==> src/hw/ted_pkg.sv <==
// Package of constants and types for the thermal event detector
package ted_pkg;

	// ----------------------------------------
	// Widths
	// ----------------------------------------
	localparam int OBJ_W = 17;
	localparam int AMB_W = 15;
	localparam int ACC_W = 24;
	localparam int THR_W = 8;
	localparam int LIM_W = 16;
	localparam int COEF_W = 4;
	localparam int ADDR_W = 5;

	// ----------------------------------------
	// Register indexes (word addresses on the plain port)
	// ----------------------------------------
	localparam logic [4:0] REG_FAST_COEFF = 5'h00;
	localparam logic [4:0] REG_SLOW_COEFF = 5'h01;
	localparam logic [4:0] REG_AMB_COEFF = 5'h02;
	localparam logic [4:0] REG_PRES_THR = 5'h03;
	localparam logic [4:0] REG_MOT_THR = 5'h04;
	localparam logic [4:0] REG_SHOCK_THR = 5'h05;
	localparam logic [4:0] REG_MASK = 5'h06;
	localparam logic [4:0] REG_MULTI = 5'h07;
	localparam logic [4:0] REG_LIMIT = 5'h08;
	localparam logic [4:0] REG_STATUS = 5'h09;
	localparam logic [4:0] REG_LEVELS = 5'h0A;

	// ----------------------------------------
	// Field positions of the multiple-setting register
	// ----------------------------------------
	localparam int MULTI_DIR_BIT = 4;
	localparam int MULTI_SRC_LSB = 2;
	localparam int MULTI_CYC_LSB = 0;

	// Status / mask bit order
	localparam int ST_LIMIT = 4;
	localparam int ST_PRES = 3;
	localparam int ST_MOT = 2;
	localparam int ST_SHOCK = 1;
	localparam int NSRC = 5;

	// ----------------------------------------
	// Hysteresis and timing
	// ----------------------------------------
	localparam int HYST_SHIFT = 3;
	localparam logic [THR_W-1:0] HYST_MIN = 8'h05;
	localparam logic [OBJ_W-1:0] LIMIT_HYST = 17'h00040;
	localparam int LIMIT_SCALE = 1;
	localparam int SAMPLE_MS = 30;
	localparam logic [7:0] RST_MASK = 8'h10;
	localparam logic [7:0] RST_STATUS = 8'h10;
	localparam logic [COEF_W-1:0] RST_COEFF = 4'h0;

	// Presence path pairs
	typedef enum logic [1:0] {
		TED_RAW_SLOW = 2'b00,
		TED_FAST_SLOW = 2'b01,
		TED_RAW_SNAP = 2'b10,
		TED_FAST_SNAP = 2'b11
	} ted_path_t;

	// Software settings
	typedef struct packed {
		logic [COEF_W-1:0] fast_filter_coeff;
		logic [COEF_W-1:0] slow_filter_coeff;
		logic [COEF_W-1:0] ambient_filter_coeff;
		logic [THR_W-1:0] pres_thr;
		logic [THR_W-1:0] mot_thr;
		logic [THR_W-1:0] shock_thr;
		logic [NSRC-1:0] mask;
		logic limit_direction;
		ted_path_t presence_path_choice;
		logic [1:0] cycle_sel;
		logic [LIM_W-1:0] object_limit;
	} ted_cfg_t;

endpackage : ted_pkg

==> src/hw/ted_core.sv <==
// Filter chain, event detectors, register port and interrupt of the detector
//
// Implementation choices: the strobed register port and the address map.
module ted_core #(
	parameter int unsigned SPACING_BASE = 1
) (
	input wire logic clk_sys,
	input wire logic rst_b,
	input wire logic clk_en,
	input wire logic sample_valid,
	input wire logic [ted_pkg::OBJ_W-1:0] raw_object_sample,
	input wire logic [ted_pkg::AMB_W-1:0] raw_ambient_sample,
	input wire logic [ted_pkg::ADDR_W-1:0] reg_addr,
	input wire logic [31:0] reg_wdata,
	input wire logic reg_wr,
	input wire logic reg_rd,
	output logic [31:0] reg_rdata,
	output logic irq
);

	localparam int OW = ted_pkg::OBJ_W;
	localparam int AW = ted_pkg::ACC_W;
	localparam int FR = AW - OW;

	// ----------------------------------------
	// Whole state
	// ----------------------------------------
	typedef struct packed {
		ted_pkg::ted_cfg_t cfg;
		logic [AW-1:0] fast_acc;
		logic [AW-1:0] slow_acc;
		logic [AW-1:0] amb_acc;
		logic [OW-1:0] object_slow_snapshot;
		logic [OW-1:0] motion_ref;
		logic [3:0] slot_cnt;
		logic pres_lvl;
		logic mot_lvl;
		logic shock_lvl;
		logic lim_lvl;
		logic [ted_pkg::NSRC-1:0] status;
		logic [31:0] rdata;
		logic started;
	} ted_state_t;

	ted_state_t s_q;
	ted_state_t s_d;

	// Magnitude of signed difference
	function automatic logic [OW:0] tc_mag(input logic signed [OW+1:0] v);
		logic signed [OW+1:0] a;
		a = (v < 0) ? -v : v;
		return a[OW:0];
	endfunction : tc_mag

	// Hysteresis comparator: set above thr, clear below thr minus max(thr/8, floor)
	function automatic logic tc_hyst(input logic lvl, input logic [OW:0] m,
		input logic [ted_pkg::THR_W-1:0] thr);
		logic [ted_pkg::THR_W-1:0] h;
		logic [OW:0] lo;
		h = thr >> ted_pkg::HYST_SHIFT;
		if (h < ted_pkg::HYST_MIN) begin
			h = ted_pkg::HYST_MIN;
		end
		lo = (thr > h) ? (OW+1)'(thr - h) : '0;
		if (m > (OW+1)'(thr)) begin
			return 1'b1;
		end
		if (m < lo) begin
			return 1'b0;
		end
		return lvl;
	endfunction : tc_hyst

	// ----------------------------------------
	// Datapath view of the filters
	// ----------------------------------------
	logic [OW-1:0] object_fast_filtered;
	logic [OW-1:0] object_slow_filtered;
	logic [OW-1:0] ambient_filtered;
	logic signed [OW+1:0] presence_value;
	logic signed [OW+1:0] motion_value;
	logic signed [OW+1:0] ambient_shock_value;
	logic [OW-1:0] limit_ext;
	logic [3:0] slot_max;

	assign object_fast_filtered = s_q.fast_acc[AW-1:FR];
	assign object_slow_filtered = s_q.slow_acc[AW-1:FR];
	assign ambient_filtered = s_q.amb_acc[AW-1:FR];
	assign limit_ext = {s_q.cfg.object_limit, 1'b0};
	// Intervals 30/60/120/240 ms as 1,2,4,8 sample slots
	assign slot_max = 4'(({3'h0, 1'b1} << s_q.cfg.cycle_sel) * SPACING_BASE) - 4'h1;

	// Presence path pair select
	always_comb begin
		unique case (s_q.cfg.presence_path_choice)
			ted_pkg::TED_RAW_SLOW:
				presence_value = $signed({2'b00, raw_object_sample})
					- $signed({2'b00, object_slow_filtered});
			ted_pkg::TED_FAST_SLOW:
				presence_value = $signed({2'b00, object_fast_filtered})
					- $signed({2'b00, object_slow_filtered});
			ted_pkg::TED_RAW_SNAP:
				presence_value = $signed({2'b00, raw_object_sample})
					- $signed({2'b00, s_q.object_slow_snapshot});
			ted_pkg::TED_FAST_SNAP:
				presence_value = $signed({2'b00, object_fast_filtered})
					- $signed({2'b00, s_q.object_slow_snapshot});
		endcase
	end

	// Motion difference from the fast filter, shock difference from the raw ambient sample
	assign motion_value = $signed({2'b00, object_fast_filtered})
		- $signed({2'b00, s_q.motion_ref});
	assign ambient_shock_value = $signed({4'h0, raw_ambient_sample})
		- $signed({2'b00, ambient_filtered});

	// ----------------------------------------
	// Next-state logic
	// ----------------------------------------
	always_comb begin
		logic [AW-1:0] xo;
		logic [AW-1:0] xa;
		logic nl;
		logic pres_n;
		logic mot_n;
		logic shock_n;
		logic lim_n;
		logic [ted_pkg::NSRC-1:0] ev;
		xo = '0;
		xa = '0;
		nl = 1'b0;
		pres_n = 1'b0;
		mot_n = 1'b0;
		shock_n = 1'b0;
		lim_n = 1'b0;
		ev = '0;
		s_d = s_q;
		s_d.started = 1'b1;
		// Register writes take effect at once, no restart
		if (reg_wr) begin
			unique case (reg_addr)
				ted_pkg::REG_FAST_COEFF: s_d.cfg.fast_filter_coeff = reg_wdata[ted_pkg::COEF_W-1:0];
				ted_pkg::REG_SLOW_COEFF: s_d.cfg.slow_filter_coeff = reg_wdata[ted_pkg::COEF_W-1:0];
				ted_pkg::REG_AMB_COEFF: s_d.cfg.ambient_filter_coeff = reg_wdata[ted_pkg::COEF_W-1:0];
				ted_pkg::REG_PRES_THR: s_d.cfg.pres_thr = reg_wdata[ted_pkg::THR_W-1:0];
				ted_pkg::REG_MOT_THR: s_d.cfg.mot_thr = reg_wdata[ted_pkg::THR_W-1:0];
				ted_pkg::REG_SHOCK_THR: s_d.cfg.shock_thr = reg_wdata[ted_pkg::THR_W-1:0];
				ted_pkg::REG_MASK: s_d.cfg.mask = reg_wdata[ted_pkg::NSRC-1:0];
				ted_pkg::REG_MULTI: begin
					s_d.cfg.limit_direction = reg_wdata[ted_pkg::MULTI_DIR_BIT];
					s_d.cfg.presence_path_choice =
						ted_pkg::ted_path_t'(reg_wdata[ted_pkg::MULTI_SRC_LSB +: 2]);
					s_d.cfg.cycle_sel = reg_wdata[ted_pkg::MULTI_CYC_LSB +: 2];
				end
				ted_pkg::REG_LIMIT: s_d.cfg.object_limit = reg_wdata[ted_pkg::LIM_W-1:0];
				default: ;
			endcase
		end
		// Read data, valid only in the cycle after the strobe
		s_d.rdata = '0;
		if (reg_rd) begin
			unique case (reg_addr)
				ted_pkg::REG_FAST_COEFF: s_d.rdata = 32'(s_q.cfg.fast_filter_coeff);
				ted_pkg::REG_SLOW_COEFF: s_d.rdata = 32'(s_q.cfg.slow_filter_coeff);
				ted_pkg::REG_AMB_COEFF: s_d.rdata = 32'(s_q.cfg.ambient_filter_coeff);
				ted_pkg::REG_PRES_THR: s_d.rdata = 32'(s_q.cfg.pres_thr);
				ted_pkg::REG_MOT_THR: s_d.rdata = 32'(s_q.cfg.mot_thr);
				ted_pkg::REG_SHOCK_THR: s_d.rdata = 32'(s_q.cfg.shock_thr);
				ted_pkg::REG_MASK: s_d.rdata = 32'(s_q.cfg.mask);
				ted_pkg::REG_MULTI: s_d.rdata = 32'({s_q.cfg.limit_direction,
					s_q.cfg.presence_path_choice, s_q.cfg.cycle_sel});
				ted_pkg::REG_LIMIT: s_d.rdata = 32'(s_q.cfg.object_limit);
				ted_pkg::REG_STATUS: s_d.rdata = 32'(s_q.status);
				ted_pkg::REG_LEVELS: s_d.rdata = 32'({s_q.lim_lvl, s_q.pres_lvl,
					s_q.mot_lvl, s_q.shock_lvl, 1'b0});
				default: s_d.rdata = '0;
			endcase
			if (reg_addr == ted_pkg::REG_STATUS) begin
				s_d.status = '0;
			end
		end
		// Sample processing, once per sample enable
		if (sample_valid) begin
			// acc += (x - acc) >> s : first-order recursive low pass
			xo = {raw_object_sample, {FR{1'b0}}};
			xa = {{(OW-ted_pkg::AMB_W){1'b0}}, raw_ambient_sample, {FR{1'b0}}};
			s_d.fast_acc = s_q.fast_acc + AW'($signed(xo - s_q.fast_acc)
				>>> (ted_pkg::COEF_W'(15) - s_q.cfg.fast_filter_coeff));
			s_d.slow_acc = s_q.slow_acc + AW'($signed(xo - s_q.slow_acc)
				>>> (ted_pkg::COEF_W'(15) - s_q.cfg.slow_filter_coeff));
			s_d.amb_acc = s_q.amb_acc + AW'($signed(xa - s_q.amb_acc)
				>>> (ted_pkg::COEF_W'(15) - s_q.cfg.ambient_filter_coeff));
			pres_n = tc_hyst(s_q.pres_lvl, tc_mag(presence_value), s_q.cfg.pres_thr);
			shock_n = tc_hyst(s_q.shock_lvl, tc_mag(ambient_shock_value),
				s_q.cfg.shock_thr);
			mot_n = s_q.mot_lvl;
			if (s_q.slot_cnt >= slot_max) begin
				s_d.slot_cnt = '0;
				s_d.motion_ref = object_fast_filtered;
				mot_n = tc_hyst(s_q.mot_lvl, tc_mag(motion_value), s_q.cfg.mot_thr);
			end else begin
				s_d.slot_cnt = s_q.slot_cnt + 4'h1;
			end
			if (mot_n && !s_q.mot_lvl) begin
				s_d.object_slow_snapshot = object_slow_filtered;
			end
			// Limit compare with fixed band; dir selects above/below
			if (s_q.cfg.limit_direction) begin
				nl = s_q.lim_lvl ? (raw_object_sample + ted_pkg::LIMIT_HYST > limit_ext)
					: (raw_object_sample > limit_ext);
			end else begin
				nl = s_q.lim_lvl ? (raw_object_sample < limit_ext + ted_pkg::LIMIT_HYST)
					: (raw_object_sample < limit_ext);
			end
			lim_n = nl;
			// Flags set on inactive-to-active edges only
			ev[ted_pkg::ST_LIMIT] = lim_n && !s_q.lim_lvl;
			ev[ted_pkg::ST_PRES] = pres_n && !s_q.pres_lvl;
			ev[ted_pkg::ST_MOT] = mot_n && !s_q.mot_lvl;
			ev[ted_pkg::ST_SHOCK] = shock_n && !s_q.shock_lvl;
			s_d.pres_lvl = pres_n;
			s_d.mot_lvl = mot_n;
			s_d.shock_lvl = shock_n;
			s_d.lim_lvl = lim_n;
			// Set wins over a read clear in the same cycle
			s_d.status = s_d.status | ev;
		end
	end

	// ----------------------------------------
	// State register; reset presets limit flag and mask
	// ----------------------------------------
	always_ff @(posedge clk_sys or negedge rst_b) begin
		if (!rst_b) begin
			s_q <= '0;
			s_q.status <= ted_pkg::RST_STATUS[ted_pkg::NSRC-1:0];
			s_q.cfg.mask <= ted_pkg::RST_MASK[ted_pkg::NSRC-1:0];
			s_q.cfg.fast_filter_coeff <= ted_pkg::RST_COEFF;
		end else if (clk_en) begin
			s_q <= s_d;
		end
	end

	// Interrupt is masked OR of status flags
	assign irq = |(s_q.status & s_q.cfg.mask);
	assign reg_rdata = s_q.rdata;

	// ----------------------------------------
	// Checks
	// ----------------------------------------
	AST_IRQ_MASKED: assert property (@(posedge clk_sys) disable iff (!rst_b)
		irq == |(s_q.status & s_q.cfg.mask))
		else $error("irq not masked OR of status");
	AST_READ_CLEARS: assert property (@(posedge clk_sys) disable iff (!rst_b)
		clk_en && reg_rd && reg_addr == ted_pkg::REG_STATUS && !sample_valid
		|=> s_q.status == '0)
		else $error("status not cleared by read");
	AST_SNAPSHOT: assert property (@(posedge clk_sys) disable iff (!rst_b)
		$rose(s_q.mot_lvl) |-> s_q.object_slow_snapshot == $past(object_slow_filtered))
		else $error("snapshot not captured on motion");
	AST_NO_SAMPLE_HOLD: assert property (@(posedge clk_sys) disable iff (!rst_b)
		!$past(sample_valid) |-> $stable(s_q.fast_acc) && $stable(s_q.pres_lvl))
		else $error("filter moved without sample");
	AST_LIMIT_EDGE: assert property (@(posedge clk_sys) disable iff (!rst_b)
		$rose(s_q.status[ted_pkg::ST_LIMIT]) && s_q.started |-> $rose(s_q.lim_lvl))
		else $error("limit flag without crossing");
	AST_PRES_SET: assert property (@(posedge clk_sys) disable iff (!rst_b)
		clk_en && sample_valid && tc_mag(presence_value) > 18'(s_q.cfg.pres_thr)
		|=> s_q.pres_lvl)
		else $error("presence level not set");
	AST_PRES_HOLD: assert property (@(posedge clk_sys) disable iff (!rst_b)
		clk_en && sample_valid && s_q.pres_lvl
		&& tc_mag(presence_value) + 18'(ted_pkg::HYST_MIN) >= 18'(s_q.cfg.pres_thr)
		|=> s_q.pres_lvl)
		else $error("presence cleared inside band");
	AST_RDATA_ONE: assert property (@(posedge clk_sys) disable iff (!rst_b)
		clk_en && !reg_rd |=> reg_rdata == '0)
		else $error("read data outside read cycle");

endmodule : ted_core

==> config.mk <==
export PLATFORM = sky130hd
export DESIGN_NAME = ted_core
export DESIGN_NICKNAME = d
export VERILOG_FILES = /design/src/hw/ted_pkg.sv /design/src/hw/ted_core.sv
export SDC_FILE = /design/constraint.sdc
export NUM_CORES = 1
export LEC_CHECK = 0
export BUFFER_PORTS_ARGS = -buffer_cell sky130_fd_sc_hd__buf_2
export CAP_MARGIN = 20
export CORE_MARGIN = 1
export CORE_UTILIZATION = 30
export CTS_BUF_LIST = sky130_fd_sc_hd__clkbuf_4 sky130_fd_sc_hd__clkbuf_8 sky130_fd_sc_hd__clkbuf_16
export DETAILED_ROUTE_END_ITERATION = 7
export PLACE_DENSITY = 0.52
export SETUP_SLACK_MARGIN = 0.15
export SYNTH_ARGS = -nofsm -noshare
export SYNTH_HDL_FRONTEND = slang
export SYNTH_SLANG_ARGS = --single-unit
==> constraint.sdc <==
create_clock -name clk_sys -period 8.6 [get_ports clk_sys]
set_input_delay 1.72 -clock clk_sys [delete_from_list [all_inputs] [get_ports clk_sys]]
set_output_delay 1.72 -clock clk_sys [all_outputs]
set_load 0.005 [all_outputs]
==> results.md <==
- Antenna violations before repair: 4
- Synth Register Bits: 196
- MaxCap Viol Count: 0
- M1 WL: 38,000 um
- CTS Sinks: 196
- Crit end category: flip-flop
- Drt initial violations: 1,293
- Vias in the first global route: 21,600
- Hold Buf Count CTS: 0
- R2r setup slk: 1.58 ns
- Status: finished, final reports clean
- Hold Crit Depth: 2
- CTS tree: built
- RSZ-0062 raised after global routing: no
- Min-delay src: s_q[37]
- Buf/Inv on CP: 2
- Mapped Cells: 3,243
- N_diodes: 0
- Area growth from synthesis to layout: 8.35%
- Most used cell, CP: o21ai_0
- Slowest stage cell, crit path: o41ai_1
- Largest stage delay, worst path: 0.54 ns
- EDFF count, synth: 0
- First-pass DRT Iterations: 7
- GR Overflow Total: 0
- Min cycle time layout: 7.55 ns
- Max H-tree Level: 4
- WHS Endpoint: s_q[37]
- Root Driver: clkbuf_16
- Ys Warns: 0
- CTS max path bufs: 2
- DRT antenna net count: 0
- Async S/R FF share, synth: 1.00
- Startpoint types: primary input
- Final nets: 3,624
- Hold Vio Cnt, Final: 0
- Relative slew slack: 0.341
- Met3 WL: 2750 um
- Die height: 293 um
- Yosys top cell area share: 0.191
- # DRC: 0
- Post-synth top cells: nand2_1, ha_1, o21ai_0, a21oi_1, nor2_1
- Primary FF master, synth: dfrtp_1
- Crit path required time: 8.98 ns
- Area occupied by multi-input gates: 19,000 sq um
- Reg2Reg Capture Point: s_q[36]
- Skew-Pair Late Insertion Delay: 0.52 ns
- Worst r2r src: s_q[171]
- DP HPWL: 61,700 um
- R2R depth: 26
- Die ar.: 85,800 sq um
- Post-CTS Setup Inserts: 0
- Seq. cell area: 4910 sq um
- Critical Path AT: 7.93 ns
- CTS Buf Count: 17
- HP Class: reg2reg
- Clock transition at the registers of the reported paths: 0.09 ns
- WL met2: 34,900 um
- Vias per cell: 5.20
- Area contributors post-synth: dfrtp_1, ha_1, o21ai_0
- # setup viols final: 0
- CP max FO: 4
- Clk_skew: 0.0370 ns
- Actual slew at the worst max-slew pin: 0.974 ns
- Global-route usage over all layers: 0.179
- First-pass GRT wire length: 121,000 um
- Netlist Area Pre-Place: 25,400 sq um
- DR top layer: met5
- Setup CP Type: in2reg
- Largest net degree at the start of global routing: 114
- Achievable frequency: 0.133 GHz
- Vias: 22,800
- Routed WL: 77,000 um
- Fillers: 9,094
- Crit path max-delay family: compound AO/OA/AOI/OAI gates
- Largest area contributor in the netlist: dfrtp_1
- Post-Syn Area per Cell: 7.83 sq um
- Register area share after synthesis: 0.193
- Period utilization: 0.877
- Fin Setup TNS: 0 ns
- Io pins: 108
- Share of cells above drive strength 1: 0.0845
- Post-synth cell types: 89
- Per-cell routed wire length: 17.6 um
- Placement Rows: 106
- Max-slew violation count: 0
- Most common cell in the netlist: nand2_1
- Core ar.: 83,700 sq um
- Initial Util: 0.303
- IO Port Bufs: 75
- GP Congestion: 0.895
- Post-cts sizing count: 0
- Die width: 293 um
## placed cells by master, fill, tap and decap left out, drive strengths merged, types with 25 or more instances in the layout
| master | netlist | layout |
|---|---|---|
| inv | 211 | 221 |
| mux2i | 103 | 103 |
| o211ai | 30 | 30 |
| ha | 308 | 308 |
| o21a | 44 | 44 |
| nand4 | 36 | 36 |
| xor2 | 88 | 88 |
| o21ai | 295 | 295 |
| and3 | 29 | 29 |
| buf | 47 | 115 |
| nand3 | 66 | 66 |
| nand2b | 42 | 42 |
| nor2 | 232 | 232 |
| nand2 | 333 | 333 |
| dfrtp | 194 | 194 |
| o31ai | 25 | 25 |
| o21bai | 27 | 27 |
| xnor2 | 152 | 152 |
| nor2b | 35 | 35 |
| a31oi | 33 | 33 |
| mux2 | 92 | 92 |
| a21oi | 256 | 256 |
| a21o | 86 | 86 |
| nor3 | 51 | 51 |
## worst min-delay path, stage by stage (launching register included)
cell and delay, ns:
dfstp_2 0.39, nand2_1 0.05, nand2_1 0.05
## cell type report
type	count	share of cell area
Multi-Input combinational cell	2689	0.691
Sequential cell	196	0.178
Tap cell	1134	0.0516
Inverter	212	0.0289
Timing Repair Buffer	115	0.0261
Clock buffer	17	0.0155
Clock inverter	15	0.00814
## per-layer routing
| layer | global-route usage | vias to the layer above |
|---|---|---|
| li1 | - | 11600 |
| met1 | 0.251 | 10700 |
| met2 | 0.289 | 362 |
| met3 | 0.0247 | 67 |
| met4 | 0.0428 | 8 |
| met5 | 0 | - |
## sequential cells by signal, indices dropped and copies added (netlist names)
name	flops
object_slow_filtered	17
ambient_filtered	17
object_fast_filtered	17
reg_rdata	16
s_q	113
limit_ext	16
## cell families after synthesis
kind of cell	synth area share
adder cells (fa/ha/maj)	0.160
other	0.000148
AND/OR/NAND/NOR	0.173
buffers and inverters	0.0603
AO/OA/AOI/OAI	0.242
XOR/XNOR	0.0831
multiplexers	0.0876
flip-flops	0.193
## metrics by stage
stage | std cells | util | cell area (sq um) | setup WS, ns | hold WS, ns
after floorplan | 3258 | - | 25400 | 1.33 | 0.447
after global placement | 4345 | 0.321 | 26800 | 0.303 | 0.462
after detailed placement | 4346 | 0.321 | 26900 | 0.332 | 0.463
after CTS | 4378 | 0.329 | 27500 | 0.867 | 0.480
after global routing | 4378 | 0.329 | 27500 | 0.158 | 0.495
final | 4378 | 0.329 | 27500 | 1.05 | 0.482
## worst max path at each step
| stage | cells past startpoint | end | from |
|---|---|---|---|
| 4_1_cts | 26 | object_fast_filtered[16] | raw_object_sample[0] |
| 3_3_place_gp | 25 | object_fast_filtered[16] | raw_object_sample[4] |
| 3_5_place_dp | 26 | object_fast_filtered[16] | raw_object_sample[0] |
| 5_1_grt | 26 | object_fast_filtered[16] | raw_object_sample[0] |
| 6_report | 26 | object_fast_filtered[16] | raw_object_sample[0] |
| 2_1_floorplan | 26 | object_fast_filtered[16] | raw_object_sample[4] |
Power is left out: the tool's default activity adds up to more than one toggle a clock period on the data nets, which glitch-free logic cannot reach.
